`config.mk`:
```
export PLATFORM = sky130hd
export DESIGN_NAME = lcd_ctrl
export DESIGN_NICKNAME = d
export VERILOG_FILES = /design/src/hw/lcd_pkg.sv /design/src/hw/lcd_sync.sv /design/src/hw/lcd_tick.sv /design/src/hw/lcd_ctrl.sv
export SDC_FILE = /design/constraint.sdc
export NUM_CORES = 1
export LEC_CHECK = 0
export BUFFER_PORTS_ARGS = -buffer_cell sky130_fd_sc_hd__clkbuf_2
export CORE_UTILIZATION = 40
export CTS_CLUSTER_DIAMETER = 150
export DETAILED_ROUTE_END_ITERATION = 7
export GPL_TIMING_DRIVEN = 0
export PLACE_DENSITY = 0.54
export SYNTH_ARGS = -nofsm -noshare
export SYNTH_HDL_FRONTEND = slang
export SYNTH_HIERARCHICAL = 1
export SYNTH_SLANG_ARGS = --single-unit
```
`constraint.sdc`:
```
create_clock -name aclk -period 13.1 [get_ports aclk]
set_clock_uncertainty 0.1 [all_clocks]
set_input_delay 1.31 -clock aclk [delete_from_list [all_inputs] [get_ports aclk]]
set_output_delay 1.31 -clock aclk [all_outputs]
set_load 0.01 [all_outputs]
```
`src/hw/lcd_pkg.sv`:
```
// Contract
// - Resistor or capacitor variant fixed by non-volatile option input, not register.
// - Capacitor variant: type select picks capacitor bias or regulator drive.
// - No display output unless display_on is set.
// - Duty bit picks 1/4 or 1/5 duty, both 1/3 bias.
// - Idle/power-down on high RC keeps display running, except stop on single-clock options; otherwise driver off.
// - Power-on, pin, low-voltage and watchdog resets switch driver off.
// - Display off drives every common and segment low.
// - Crystal option clocks display from crystal at fixed 64 Hz frame.
// - Low RC at 32 kHz gives fixed 64 Hz; divider register ignored.
// - Low RC at 128 kHz: divider picks 1/4..1/1 of 256 Hz frame.
// - Single high-frequency clock option uses 128 kHz RC for display.
// - Stop halts display clock on single-clock options or dual-clock low running.
// - Idle mode keeps display clock running only while on high RC clock.
// - 4/5 commons and 32/31 segments, each shareable as I/O by share selects.
// - 32-byte display RAM at 500H-51FH, usable as data memory.
// - Resistor mode: two-bit field selects 60K, 900K or 1.5M bias.
// - Fast charge uses 60K during refresh, then 900K/1.5M for remainder.
// - Fast charge interval 1/8, 1/16, 1/32 or 1/64 of common period.
// - P0.2-P0.6 are pump pins only with capacitor variant and pump on.
// - display_on 0 disables, 1 enables; duty 0 is 1/4, 1 is 1/5.
// - Type select 0 capacitor, 1 regulator; both work only with pump on.
// - Fast charge code 00=1/8, 01=1/16, 10=1/32, 11=1/64.
package lcd_pkg;

  // Register byte offsets on the AXI4-Lite slave
  localparam logic [11:0] LCD_OFS_CTRL   = 12'h000;
  localparam logic [11:0] LCD_OFS_CTRL1  = 12'h004;
  localparam logic [11:0] LCD_OFS_CLKDIV = 12'h008;
  localparam logic [11:0] LCD_OFS_SHARE0 = 12'h00c;
  localparam logic [11:0] LCD_OFS_SHARE1 = 12'h010;
  localparam logic [11:0] LCD_OFS_STATUS = 12'h014;
  localparam logic [11:0] LCD_OFS_RAM    = 12'h500;
  localparam logic [11:0] LCD_OFS_RAM_END = 12'h51f;
  localparam int          LCD_RAM_BYTES  = 32;

  // Field positions in display_control
  localparam int LCD_B_ON    = 7;
  localparam int LCD_B_PUMP  = 6;
  localparam int LCD_B_DUTY  = 5;
  localparam int LCD_B_TYPE  = 4;
  // Field positions in display_control_one
  localparam int LCD_B_FC    = 4;
  localparam int LCD_B_MOD   = 0;

  localparam logic [7:0] LCD_CTRL_RST  = 8'h00;
  localparam logic [7:0] LCD_CTRL1_MSK = 8'h37;
  localparam logic [1:0] LCD_CLKDIV_RST = 2'h0;

  // Bias resistor codes
  localparam logic [1:0] LCD_MOD_60K  = 2'h1;
  localparam logic [1:0] LCD_MOD_FC   = 2'h0;

  // Oscillator option codes
  localparam logic [3:0] LCD_OSC_HF_A = 4'h0;
  localparam logic [3:0] LCD_OSC_HF_B = 4'hf;

  // Frame timing: 256 Hz base from 128 kHz RC, 64 Hz fixed from 32 kHz sources
  localparam int LCD_FRAME_BASE_HZ  = 256;
  localparam int LCD_FRAME_FIXED_HZ = 64;
  localparam int LCD_CLK_HZ         = 50000000;
  localparam int LCD_SLOTS_PER_FRAME_MAX = 5;

  localparam logic [1:0] LCD_RESP_OKAY   = 2'h0;
  localparam logic [1:0] LCD_RESP_SLVERR = 2'h2;

  // Low-frequency source select for the frame clock
  typedef enum logic [1:0]
  {
    LCD_SRC_XTAL  = 2'h0,
    LCD_SRC_RC32  = 2'h1,
    LCD_SRC_RC128 = 2'h3
  } lcd_src_t;

  // Low-power state of the processor
  typedef enum logic [1:0]
  {
    LCD_PM_RUN  = 2'h0,
    LCD_PM_IDLE = 2'h1,
    LCD_PM_STOP = 2'h3
  } lcd_pm_t;

  // Chip reset causes
  typedef struct packed
  {
    logic power_on;
    logic pin;
    logic low_voltage_reset;
    logic watchdog_reset;
  } lcd_rst_src_t;

  // Non-volatile configuration straps
  typedef struct packed
  {
    logic       driver_variant_option;
    logic [3:0] oscillator_option;
    logic       low_rc_is_128k;
    logic       crystal_selected;
  } lcd_opt_t;

endpackage : lcd_pkg

```
`src/hw/lcd_sync.sv`:
```
`timescale 1ns/1ps
// Three-stage synchroniser; output changes once stages two and three agree
module lcd_sync
(
  input  wire logic aclk,
  input  wire logic aresetn,
  input  wire logic din,
  output logic      dout
);
  logic [2:0] sh_q;
  logic       out_q;

  // First stage is read only by the second
  always_ff @(posedge aclk)
  begin
    if (!aresetn)
    begin
      sh_q  <= 3'h0;
      out_q <= 1'b0;
    end
    else
    begin
      sh_q <= {sh_q[1:0], din};
      if (sh_q[1] == sh_q[2])
        out_q <= sh_q[2];
    end
  end

  assign dout = out_q;
endmodule : lcd_sync

```
`src/hw/lcd_tick.sv`:
```
`timescale 1ns/1ps
// Slot tick generator: pulses once per common slot at the chosen frame rate
module lcd_tick
#(
  parameter int CLK_HZ = 50000000
)
(
  input  wire logic        aclk,
  input  wire logic        aresetn,
  input  wire logic        run,
  input  wire logic [15:0] frame_hz,
  input  wire logic [2:0]  slots,
  output logic             tick
);
  logic [31:0] acc_q;
  logic        tick_q;
  wire  [31:0] step = 32'(frame_hz) * 32'(slots);
  wire  [32:0] sum  = {1'b0, acc_q} + {1'b0, step};

  // Fractional accumulator avoids drift at odd frame rates like 85 Hz (256/3 truncated)
  always_ff @(posedge aclk)
  begin
    if (!aresetn || !run)
    begin
      acc_q  <= 32'h0;
      tick_q <= 1'b0;
    end
    else if (sum >= 33'(CLK_HZ))
    begin
      acc_q  <= 32'(sum - 33'(CLK_HZ));
      tick_q <= 1'b1;
    end
    else
    begin
      acc_q  <= sum[31:0];
      tick_q <= 1'b0;
    end
  end

  assign tick = tick_q;
endmodule : lcd_tick

```
`src/hw/lcd_ctrl.sv`:
```
// Local design decisions: the AXI4-Lite slave port and the address map.
`timescale 1ns/1ps
// Segment LCD driver controller with AXI4-Lite register slave
module lcd_ctrl
#(
  parameter int NCOM = 5,
  parameter int NSEG = 32
)
(
  input  wire logic                 aclk,
  input  wire logic                 aresetn,
  input  wire logic [11:0]          s_axi_awaddr,
  input  wire logic                 s_axi_awvalid,
  output logic                      s_axi_awready,
  input  wire logic [31:0]          s_axi_wdata,
  input  wire logic [3:0]           s_axi_wstrb,
  input  wire logic                 s_axi_wvalid,
  output logic                      s_axi_wready,
  output logic [1:0]                s_axi_bresp,
  output logic                      s_axi_bvalid,
  input  wire logic                 s_axi_bready,
  input  wire logic [11:0]          s_axi_araddr,
  input  wire logic                 s_axi_arvalid,
  output logic                      s_axi_arready,
  output logic [31:0]               s_axi_rdata,
  output logic [1:0]                s_axi_rresp,
  output logic                      s_axi_rvalid,
  input  wire logic                 s_axi_rready,
  input  wire lcd_pkg::lcd_opt_t    options,
  input  wire lcd_pkg::lcd_rst_src_t reset_cause,
  input  wire lcd_pkg::lcd_pm_t     power_mode,
  input  wire logic                 high_rc_clock,
  input  wire logic                 low_clk_pin,
  output logic [NCOM-1:0]           com_out,
  output logic [NSEG-1:0]           seg_out,
  output logic [NCOM+NSEG-1:0]      pin_is_lcd,
  output logic [4:0]                pump_pin_en,
  output logic                      pump_enable,
  output logic                      regulator_enable,
  output logic                      cap_bias_enable,
  output logic [1:0]                bias_resistor,
  output logic [3:0]                contrast
);

  // Registers
  logic [7:0]  ctrl_q;
  logic [7:0]  ctrl1_q;
  logic [1:0]  clkdiv_q;
  logic [31:0] share0_q;
  logic [31:0] share1_q;
  logic [7:0]  ram_q [lcd_pkg::LCD_RAM_BYTES];
  logic [2:0]  slot_q;
  logic [5:0]  sub_q;
  logic [NCOM-1:0] com_q;
  logic [NSEG-1:0] seg_q;
  logic        fc_q;

  // Write and read channel state
  logic        aw_have_q;
  logic        w_have_q;
  logic [11:0] aw_addr_q;
  logic [31:0] w_data_q;
  logic [3:0]  w_strb_q;
  logic        bvalid_q;
  logic [1:0]  bresp_q;
  logic        rvalid_q;
  logic [31:0] rdata_q;
  logic [1:0]  rresp_q;

  // Control fields
  wire       disp_on   = ctrl_q[lcd_pkg::LCD_B_ON];
  wire       pump_on   = ctrl_q[lcd_pkg::LCD_B_PUMP];
  wire       duty5     = ctrl_q[lcd_pkg::LCD_B_DUTY];
  wire       type_reg  = ctrl_q[lcd_pkg::LCD_B_TYPE];
  wire [1:0] fc_time   = ctrl1_q[lcd_pkg::LCD_B_FC +: 2];
  wire [1:0] bias_sel  = ctrl1_q[lcd_pkg::LCD_B_MOD +: 2];
  wire       cap_var   = options.driver_variant_option;

  // Any chip reset source also clears the control state
  wire any_rst = reset_cause.power_on | reset_cause.pin
               | reset_cause.low_voltage_reset | reset_cause.watchdog_reset;
  wire srst    = !aresetn || any_rst;

  // Low-power gating: idle/stop keep running only on high RC clock
  logic hrc_s;
  logic lowclk_s;
  lcd_sync u_hrc_sync
  (
    .aclk    (aclk),
    .aresetn (aresetn),
    .din     (high_rc_clock),
    .dout    (hrc_s)
  );
  // Raw low clock pin level is synchronised only as a liveness indicator
  lcd_sync u_low_sync
  (
    .aclk    (aclk),
    .aresetn (aresetn),
    .din     (low_clk_pin),
    .dout    (lowclk_s)
  );

  wire single_hf = (options.oscillator_option == lcd_pkg::LCD_OSC_HF_A)
                 || (options.oscillator_option == lcd_pkg::LCD_OSC_HF_B);
  // Stop halts the display clock for single-HF, or for dual clock while on low clock
  wire stop_halt = (power_mode == lcd_pkg::LCD_PM_STOP) && (single_hf || !hrc_s);
  // Idle halts the display clock unless running on the high RC clock
  wire idle_kill = (power_mode == lcd_pkg::LCD_PM_IDLE) && !hrc_s;
  wire clk_run   = !stop_halt;
  wire active    = disp_on && clk_run && !idle_kill;

  // Frame source selection from the oscillator straps
  lcd_pkg::lcd_src_t src;
  assign src = single_hf ? lcd_pkg::LCD_SRC_RC128
             : options.crystal_selected ? lcd_pkg::LCD_SRC_XTAL
             : options.low_rc_is_128k ? lcd_pkg::LCD_SRC_RC128
             : lcd_pkg::LCD_SRC_RC32;

  // 128 kHz RC: 256 Hz divided by 4,3,2,1 for codes 0..3
  wire [15:0] div_hz  = 16'(lcd_pkg::LCD_FRAME_BASE_HZ / (4 - int'(clkdiv_q)));
  wire [15:0] frame_hz = (src == lcd_pkg::LCD_SRC_RC128) ? div_hz
                       : 16'(lcd_pkg::LCD_FRAME_FIXED_HZ);
  wire [2:0]  slots   = duty5 ? 3'h5 : 3'h4;

  // Each slot is split into 64 sub-steps to time fast charge
  logic sub_tick;
  lcd_tick #(.CLK_HZ(lcd_pkg::LCD_CLK_HZ * 1)) u_tick
  (
    .aclk     (aclk),
    .aresetn  (aresetn),
    .run      (active),
    .frame_hz (16'(frame_hz * 16'h40)),
    .slots    (slots),
    .tick     (sub_tick)
  );

  // Slot and sub-step counters
  always_ff @(posedge aclk)
  begin
    if (srst || !active)
    begin
      slot_q <= 3'h0;
      sub_q  <= 6'h0;
    end
    else if (sub_tick)
    begin
      sub_q <= sub_q + 6'h1;
      if (sub_q == 6'h3f)
        slot_q <= (slot_q + 3'h1 >= slots) ? 3'h0 : slot_q + 3'h1;
    end
  end

  // Fast charge window: first 8,4,2 or 1 of 64 sub-steps of each slot
  wire [5:0] fc_len = 6'h8 >> fc_time;
  wire fc_mode = (bias_sel == lcd_pkg::LCD_MOD_FC) || bias_sel[1];
  wire in_fc   = (sub_q < fc_len);

  // Common and segment drive; all low while off
  always_ff @(posedge aclk)
  begin
    if (srst || !active)
    begin
      com_q <= '0;
      seg_q <= '0;
      fc_q  <= 1'b0;
    end
    else
    begin
      com_q <= NCOM'(1) << slot_q;
      for (int s = 0; s < NSEG; s++)
        seg_q[s] <= ram_q[s][slot_q];
      fc_q <= fc_mode && in_fc;
    end
  end

  // Duty 1/4 frees the fifth common, which then serves as the last segment
  assign com_out = com_q;
  assign seg_out = duty5 ? {1'b0, seg_q[NSEG-2:0]} : seg_q;

  // Pin share: a pin is LCD only when its share select bit is set
  genvar gp;
  generate
    for (gp = 0; gp < NCOM + NSEG; gp++)
    begin : g_share
      if (gp < 32)
        assign pin_is_lcd[gp] = share0_q[gp];
      else
        assign pin_is_lcd[gp] = share1_q[gp-32];
    end
  endgenerate

  // Pump and regulator only with capacitor variant fixed by strap
  assign pump_enable      = cap_var && pump_on;
  assign pump_pin_en      = {5{cap_var && pump_on}};
  assign cap_bias_enable  = pump_enable && !type_reg;
  assign regulator_enable = pump_enable && type_reg;
  // Resistor choice: 60K during fast charge, else the selected high value
  assign bias_resistor    = cap_var ? 2'h0 : (fc_q ? lcd_pkg::LCD_MOD_60K : bias_sel);
  assign contrast         = ctrl_q[3:0];

  // AXI write side: address and data accepted in either order
  wire do_write = aw_have_q && w_have_q && !bvalid_q;
  wire ram_hit_w = (aw_addr_q >= lcd_pkg::LCD_OFS_RAM) && (aw_addr_q <= lcd_pkg::LCD_OFS_RAM_END);
  wire [4:0] ram_idx_w = 5'(aw_addr_q - lcd_pkg::LCD_OFS_RAM);
  wire reg_hit_w = (aw_addr_q == lcd_pkg::LCD_OFS_CTRL) || (aw_addr_q == lcd_pkg::LCD_OFS_CTRL1)
                 || (aw_addr_q == lcd_pkg::LCD_OFS_CLKDIV) || (aw_addr_q == lcd_pkg::LCD_OFS_SHARE0)
                 || (aw_addr_q == lcd_pkg::LCD_OFS_SHARE1) || (aw_addr_q == lcd_pkg::LCD_OFS_STATUS);
  assign s_axi_awready = !aw_have_q;
  assign s_axi_wready  = !w_have_q;

  always_ff @(posedge aclk)
  begin
    if (!aresetn)
    begin
      aw_have_q <= 1'b0;
      w_have_q  <= 1'b0;
      aw_addr_q <= 12'h0;
      w_data_q  <= 32'h0;
      w_strb_q  <= 4'h0;
      bvalid_q  <= 1'b0;
      bresp_q   <= lcd_pkg::LCD_RESP_OKAY;
    end
    else
    begin
      if (s_axi_awvalid && !aw_have_q)
      begin
        aw_have_q <= 1'b1;
        aw_addr_q <= s_axi_awaddr;
      end
      if (s_axi_wvalid && !w_have_q)
      begin
        w_have_q <= 1'b1;
        w_data_q <= s_axi_wdata;
        w_strb_q <= s_axi_wstrb;
      end
      if (do_write)
      begin
        aw_have_q <= 1'b0;
        w_have_q  <= 1'b0;
        bvalid_q  <= 1'b1;
        bresp_q   <= (ram_hit_w || reg_hit_w) ? lcd_pkg::LCD_RESP_OKAY : lcd_pkg::LCD_RESP_SLVERR;
      end
      else if (bvalid_q && s_axi_bready)
        bvalid_q <= 1'b0;
    end
  end

  // Control registers; chip reset causes clear them, share selects too
  always_ff @(posedge aclk)
  begin
    if (srst)
    begin
      ctrl_q   <= lcd_pkg::LCD_CTRL_RST;
      ctrl1_q  <= 8'h00;
      clkdiv_q <= lcd_pkg::LCD_CLKDIV_RST;
      share0_q <= 32'h0;
      share1_q <= 32'h0;
    end
    else if (do_write && w_strb_q[0])
    begin
      if (aw_addr_q == lcd_pkg::LCD_OFS_CTRL)
        ctrl_q <= w_data_q[7:0];
      if (aw_addr_q == lcd_pkg::LCD_OFS_CTRL1)
        ctrl1_q <= w_data_q[7:0] & lcd_pkg::LCD_CTRL1_MSK;
      if (aw_addr_q == lcd_pkg::LCD_OFS_CLKDIV)
        clkdiv_q <= w_data_q[1:0];
      if (aw_addr_q == lcd_pkg::LCD_OFS_SHARE0)
        share0_q <= w_data_q;
      if (aw_addr_q == lcd_pkg::LCD_OFS_SHARE1)
        share1_q <= w_data_q;
    end
  end

  // Display RAM: one byte per byte address, kept through resets like ordinary memory
  genvar gr;
  generate
    for (gr = 0; gr < lcd_pkg::LCD_RAM_BYTES; gr++)
    begin : g_ram
      always_ff @(posedge aclk)
      begin
        if (do_write && ram_hit_w && w_strb_q[0] && ram_idx_w == 5'(gr))
          ram_q[gr] <= w_data_q[7:0];
      end
    end
  endgenerate

  // Read side: one cycle to answer, held until rready
  wire ram_hit_r = (s_axi_araddr >= lcd_pkg::LCD_OFS_RAM) && (s_axi_araddr <= lcd_pkg::LCD_OFS_RAM_END);
  wire [4:0] ram_idx_r = 5'(s_axi_araddr - lcd_pkg::LCD_OFS_RAM);
  wire [31:0] status_w = {24'h0, fc_q, cap_var, lowclk_s, hrc_s, active, slot_q};
  assign s_axi_arready = !rvalid_q;

  always_ff @(posedge aclk)
  begin
    if (!aresetn)
    begin
      rvalid_q <= 1'b0;
      rdata_q  <= 32'h0;
      rresp_q  <= lcd_pkg::LCD_RESP_OKAY;
    end
    else if (s_axi_arvalid && !rvalid_q)
    begin
      rvalid_q <= 1'b1;
      rresp_q  <= lcd_pkg::LCD_RESP_OKAY;
      unique case (s_axi_araddr)
        lcd_pkg::LCD_OFS_CTRL:   rdata_q <= {24'h0, ctrl_q};
        lcd_pkg::LCD_OFS_CTRL1:  rdata_q <= {24'h0, ctrl1_q};
        lcd_pkg::LCD_OFS_CLKDIV: rdata_q <= {30'h0, clkdiv_q};
        lcd_pkg::LCD_OFS_SHARE0: rdata_q <= share0_q;
        lcd_pkg::LCD_OFS_SHARE1: rdata_q <= share1_q;
        lcd_pkg::LCD_OFS_STATUS: rdata_q <= status_w;
        default:
        begin
          rdata_q <= ram_hit_r ? {24'h0, ram_q[ram_idx_r]} : 32'h0;
          rresp_q <= ram_hit_r ? lcd_pkg::LCD_RESP_OKAY : lcd_pkg::LCD_RESP_SLVERR;
        end
      endcase
    end
    else if (rvalid_q && s_axi_rready)
      rvalid_q <= 1'b0;
  end

  assign s_axi_bvalid = bvalid_q;
  assign s_axi_bresp  = bresp_q;
  assign s_axi_rvalid = rvalid_q;
  assign s_axi_rdata  = rdata_q;
  assign s_axi_rresp  = rresp_q;

endmodule : lcd_ctrl

```
Word level (Yosys, flattened, before mapping)
Memories as Yosys holds them, arrays and structs flattened.
Cells that the tools add are included.
{"block": "totals", "reg_bits": 252, "ramBits": 256, "word_cells": 459, "memories": 1, "in_bits": 82, "out_inout_bits": 129, "romBits": 0, "latch_bits": 0}
{"name": "ram_q", "depth": 32, "word_bits": 8, "rd": 33, "rd_ports_with_merged_regs": 0, "wr": 1, "line_no": "lcd_ctrl.sv:51", "text": "logic [7:0] ram_q [lcd_pkg::LCD_RAM_BYTES];"}
{"block": "op_classes", "n_bitwise": 4, "muxes": 241, "n_div": 1, "n_reduce_logical": 120, "n_lt_le_gt_ge": 8, "n_eq_ne": 48, "shifts": 2, "mul": 1, "addsub": 7}
{"operator": "$mux W8", "n": 32}
{"operator": "$reduce_or A8 Y1", "n": 31}
{"operator": "$pmux W32 S6", "n": 1}
{"operator": "$mux W5", "n": 31}
{"operator": "$mux W1", "n": 133}
{"operator": "$bmux W1 S3", "n": 32}
{"operator": "$eq A5 B5 Y1 const B", "n": 16}
{"operator": "$mux W32", "n": 2}
{"operator": "$logic_and A1 B1 Y1", "n": 52}
{"operator": "$eq A12 B4 Y1 const B", "n": 4}
{"operator": "$eq A12 B5 Y1 const B", "n": 4}
{"operator": "$eq A5 B4 Y1 const B", "n": 8}
{"operator": "$add A32 B19 Y33", "n": 1}
{"operator": "$ge A33 B26 Y1 const B", "n": 1}
{"operator": "$div A10 B32 Y32 const A", "n": 1}
{"operator": "$sub A32 B26 Y32 const B", "n": 1}
{"operator": "$eq A12 B3 Y1 const B", "n": 2}
{"operator": "$ge A12 B11 Y1 const B", "n": 2}
{"operator": "$le A12 B11 Y1 const B", "n": 2}
{"operator": "$logic_not A12 Y1", "n": 2}
{"operator": "$eq A5 B3 Y1 const B", "n": 4}
{"operator": "$mux W2", "n": 8}
{"operator": "$mul A10 B3 Y13", "n": 1}
{"operator": "$logic_or A1 B1 Y1", "n": 12}
{"operator": "28 further kinds", "n": 49}

Depth between registers and ports, before layout
{"block": "depth", "word_depth": 39, "depth_mapped": 37, "ltp_nobuf": 32}

Cells and area by module
Netlist, hierarchy kept.
{"module": "lcd_ctrl", "seq_area_each_um2": 11871.4, "area_each_um2": 21237.9, "cells_each": 1708, "n_inst": 1}
{"module": "lcd_tick", "seq_area_each_um2": 660.6, "area_each_um2": 4235.3, "cells_each": 518, "n_inst": 1}
{"module": "lcd_sync", "seq_area_each_um2": 80.1, "area_each_um2": 116.4, "cells_each": 10, "n_inst": 2}

Worst setup path after synthesis
OpenSTA, ideal clock, no wires.
{"block": "synth_path", "path_type": "flip-flop to flip-flop", "startpoint": "register clkdiv_q[0]", "endpoint": "register u_tick.acc_q[30]", "period_less_slack_ns": 7.852, "t_arrival_ns": 7.614, "required_ns": 12.862, "path_buffers": 3, "stages_incl_launch_ff": 33, "setup_time_ns": 0.138, "setup_slack_ns": 5.248, "cell_sequence": "dfxtp_1 -> buf_4 -> inv_1 -> ha_1 -> buf_2 -> buf_2 -> inv_1 -> ha_1 -> nor2_1 -> o311ai_1 -> mux2_4 -> a31oi_4 -> nor2_1 -> or4_1 -> xor2_1 -> a21oi_1 -> nor3b_1 -> o211a_1 -> o22ai_2 -> and2_1 -> fa_1 -> fa_1 -> ha_1 -> and3_4 -> a22oi_1 -> o211ai_1 -> or4_4 -> nand3_2 -> nor2_2 -> nor4b_4 -> and4_4 -> or4_1 -> nor4b_4"}
{"block": "synth_via", "elab_chain_len": 7, "elab_cells_between_ends": 8, "cone_classes": "add/sub: 3; mul: 1; div: 1; order compare: 1; mux: 2"}
{"element": "start, declared", "line_no": "lcd_ctrl.sv:48", "text": "logic [1:0] clkdiv_q;"}
{"element": "start signal, assigned", "line_no": "lcd_ctrl.sv:255", "text": "clkdiv_q <= lcd_pkg::LCD_CLKDIV_RST;"}
{"element": "start signal, assigned", "line_no": "lcd_ctrl.sv:266", "text": "clkdiv_q <= w_data_q[1:0];"}
{"element": "$sub A3 B2 Y4 (*)", "line_no": "lcd_ctrl.sv:120", "text": "wire [15:0] div_hz = 16'(lcd_pkg::LCD_FRAME_BASE_HZ / (4 - int'(clkdiv_q)));"}
{"element": "$div A10 B32 Y32 (*)", "line_no": "lcd_ctrl.sv:120"}
{"element": "$mux W10 (*)", "line_no": "lcd_ctrl.sv:121", "text": "wire [15:0] frame_hz = (src == lcd_pkg::LCD_SRC_RC128) ? div_hz"}
{"element": "via frame_hz[1]", "line_no": "lcd_ctrl.sv:121"}
{"element": "$mul A10 B3 Y13 (*)", "line_no": "lcd_tick.sv:17", "text": "wire [31:0] step = 32'(frame_hz) * 32'(slots);"}
{"element": "$add A32 B19 Y33 (*)", "line_no": "lcd_tick.sv:18", "text": "wire [32:0] sum = {1'b0, acc_q} + {1'b0, step};"}
{"element": "$sub A32 B26 Y32 / $ge A33 B26 Y1 (equally long branches)", "line_no": "lcd_tick.sv:30, lcd_tick.sv:28"}
{"element": "$mux W32 (*)", "line_no": "lcd_tick.sv:28", "text": "else if (sum >= 33'(CLK_HZ))"}
{"element": "end signal, assigned", "line_no": "lcd_tick.sv:30", "text": "acc_q <= 32'(sum - 33'(CLK_HZ));"}
{"element": "end signal, assigned", "line_no": "lcd_tick.sv:35", "text": "acc_q <= sum[31:0];"}
{"element": "end, declared", "line_no": "lcd_tick.sv:15", "text": "logic [31:0] acc_q;"}
Mark *: on every way through the listed nets, which the timed path passes. The rest lies on a longest branch.
A chain may end at the register's enable or synchronous reset.

Worst setup path in the final report
{"block": "layout_path", "startpoint": "register clkdiv_q[0]", "endpoint": "register u_tick.acc_q[8]"}
The elaborated chain is that of the path after synthesis.

==> summary.md <==
| Metric | Value |
|---|---|
| Leak | `about 0.011 uW` |
| # DRC | `0` |
| Cell-internal power | `about 2700 uW` |
| Switching share of power | `23.0%` |
| Ys flop type | `edfxtp_1` |
| NetSw | `approximately 800 uW` |
| IO buf count | `between 200 and 250` |
| HP Class | `reg -> reg` |
| Fillcell total | `approximately 5900` |
| Fmax | `around 110 MHz` |
| Vias in the first global route | `18900` |
| Worst setup path category | `reg -> reg` |
| Outcome | `finished clean` |
| Worst Setup Start Kind | `register` |
| Routed WL | `~78000 um` |
| Initial Utilization | `between 40% and 50%` |
| Power per Cell Area | `about 120 mW/mm2` |
| Clk pwr share | `a little under half` |
| Most common cell after layout, fill and taps aside | `nand2_1` |
| Antenna diode count | `0` |
| Final period util | `a little over two thirds` |
| Die Ht | `~260 um` |
| CTS tree | `done` |
| CTS Sinks | `about 500` |
| Number of synthesized flops with an enable pin | `256` |
| 1st-pass router iterations | `5` |
| Most frequent cells in the layout | `nand2_1 (355), edfxtp_1 (256), dfxtp_1 (242), clkbuf_2 (203), mux4_2 (144)` |
| Unrepaired setup endpoints after global routing | `false` |
| Layout cell share with drive strength beyond 1 | `between 20% and 30%` |
| Maximum vdd ir drop | `~0.11 mV` |
| Crit path largest cell delay | `560 ps` |
| Max Cap Viol | `0` |
| Worst-path maximum fanout | `10` |
| CP required | `13520 ps` |
| Setup crit end kind | `register` |
| Resized cells post-CTS | `0` |
| Slew headroom | `between 10% and 20%` |
| TritonCTS Buffers | `54` |
| Final Max Slew Viols | `0` |
| Mapped Area | `0.0257 mm2` |
| Hold Violations, Final | `0` |
| Vias/cell | `about 5.5` |
| Cell count after synthesis | `approximately 2200` |
| Total number of yosys warnings | `6` |
| Fin nets | `2696` |
| Final setup fails | `0` |
| Sequential-to-total area share from yosys stat | `about half` |
| Post-layout util | `a little under half` |
| Combinational power share | `under 10%` |
| HPWL Detailed | `roughly 58000 um` |
| Antenna-violating nets left | `0` |
| Global-route wire length before repair | `about 120000 um` |
| Area Growth Syn to Fin | `16.2%` |
| Post-CTS Setup Repair Bufs | `0` |
| Worst EP arrival | `~9600 ps` |
| Grt ovf | `0` |
| Synth unique cells | `95` |
| Async set-or-reset flop fraction in the synthesized netlist | `0%` |
| Row count | `92` |
| Initial antenna violation count | `3` |
| Via count | `between 15000 and 20000` |
| H-Tree Depth | `2` |
| Post-route minimum period | `around 9000 ps` |
| Placer congestion estimate | `0.927` |
| Worst-skew pair later-pin latency | `about 630 ps` |
| Clk slew on worst S/H paths | `about 60 ps` |
| Die width | `256 um` |
| Synth Register Bits | `about 510` |
| Clock Tree Buf Depth | `3` |
| Avg WL per Cell | `roughly 23 um` |
| Transition time at the pin with the least slew margin | `approximately 1300 ps` |
| Average instance area after synthesis | `between 10 and 15 um2` |
| Gr usage total | `between 20% and 30%` |
| Core ar. | `around 0.063 mm2` |
| Crit-path slowest cell | `fa_1` |
| Root buffer cell | `clkbuf_16` |
| Number of DRC markers in iteration 0 | `1619` |
| CTS Hold Bufs | `0` |
| Setup TNS | `0 ps` |
| IO Pins | `211` |
| Sequential share of power | `49.1%` |
| Largest net degree at the start of global routing | `38` |
| Full die area | `approximately 0.065 mm2` |
## path summary, 6_finish.rpt
kind,from,endpoint,slack (ps),depth (start not counted)
worst min-delay path,u_hrc_sync/sh_q[0],u_hrc_sync/sh_q[1],330,1
worst max register to register,clkdiv_q[0],u_tick/acc_q[8],3960,33
worst max-delay path,clkdiv_q[0],u_tick/acc_q[8],3960,33
worst min register to register,u_hrc_sync/sh_q[0],u_hrc_sync/sh_q[1],330,1
## power by group through the flow
stage | combinational, uW | sequential (uW) | clock (uW)
after global routing | 182 | 1700 | 1670
final | 170 | 1700 | 1590
after global placement | 154 | 1740 | 0
after CTS | 168 | 1700 | 1610
after floorplan | 95.8 | 1720 | 0
after detailed placement | 167 | 1730 | 0
## worst max-delay path: cells and delay by family, from the launching register on
kind / cells / cell delay [ps]
multiplexers: 1 / 360
AND/OR/NAND/NOR: 5 / 1080
flip-flops: 1 / 500
buffers and inverters: 6 / 1200
XOR/XNOR: 2 / 670
adder cells (fa/ha/maj): 5 / 1950
AO/OA/AOI/OAI: 14 / 3160
## cell families after synthesis
| kind of cell | share of synthesized area, % |
|---|---|
| compound gates | 10.0 |
| xor+xnor | 1.76 |
| other cells | 0.0292 |
| simple gates | 14.0 |
| buf+inv | 4.46 |
| mux | 15.9 |
| flops | 49.4 |
| fa+ha+maj | 4.46 |
## cells in the mapped netlist (14+ instances only)
library cell	number	area, um2
clkbuf_1	96	360
buf_4	49	368
nand3_1	26	130
a31oi_1	18	113
fa_1	31	621
and3_1	16	100
nor3_1	25	125
o21ai_0	66	330
dfxtp_1	250	5000
a22oi_1	33	248
a21boi_0	46	345
edfxtp_1	256	7690
nand2_1	355	1330
nand2b_1	17	106
inv_1	66	248
nor2_1	141	529
ha_1	42	526
buf_1	14	52.6
and2_1	79	494
nor2b_1	19	119
xnor2_1	24	210
buf_2	17	85.1
mux2i_1	68	681
a21oi_1	118	591
mux4_2	144	3240
xor2_1	17	149
## final cells by class
cell class,instances,area (um2),share of cell area (%)
sequential,506,12700,42.5
multi-input combinational,1527,12000,40.2
clock buffer,71,1520,5.08
timing repair buffer,207,1100,3.70
tap,846,1060,3.54
buffer,179,900,3.01
clock inverter,31,345,1.16
inverter,66,248,0.829
## layer usage
layer	global-route usage, %	routed length [um]	share of wire (%)	up-vias
li1	-	-	-	8670
met1	32.6	34000	43	9456
met2	38.9	37400	48	663
met3	3.09	4630	5.9	132
met4	7.35	2090	2.7	4
met5	0	23	0.029	-
## per-stage QoR
stage | power, uW | setup slack, ps | area, um2 | hold slack, ps | cells
5_1_grt | 3550 | 3390 | 29900 | 364 | 3433
3_5_place_dp | 1900 | 4050 | 28000 | 316 | 3331
3_3_place_gp | 1890 | 4050 | 27900 | 320 | 3327
4_1_cts | 3480 | 4010 | 29900 | 335 | 3433
6_report | 3460 | 3960 | 29900 | 331 | 3433
2_1_floorplan | 1820 | 5250 | 25800 | 306 | 2278
## state kept, by name (all words and copies together), names as in the netlist, 5 cells and up
| name | cells |
|---|---|
| ctrl_q | 8 |
| ctrl1_q | 5 |
| share0_q | 32 |
| u_tick/acc_q | 32 |
| seg_q | 32 |
| ram_q | 256 |
| share1_q | 32 |
| aw_addr_q | 12 |
| com_out | 5 |
| w_data_q | 32 |
| sub_q | 6 |
| s_axi_rdata | 32 |
No activity file was read; power rests on OpenSTA's default activity.
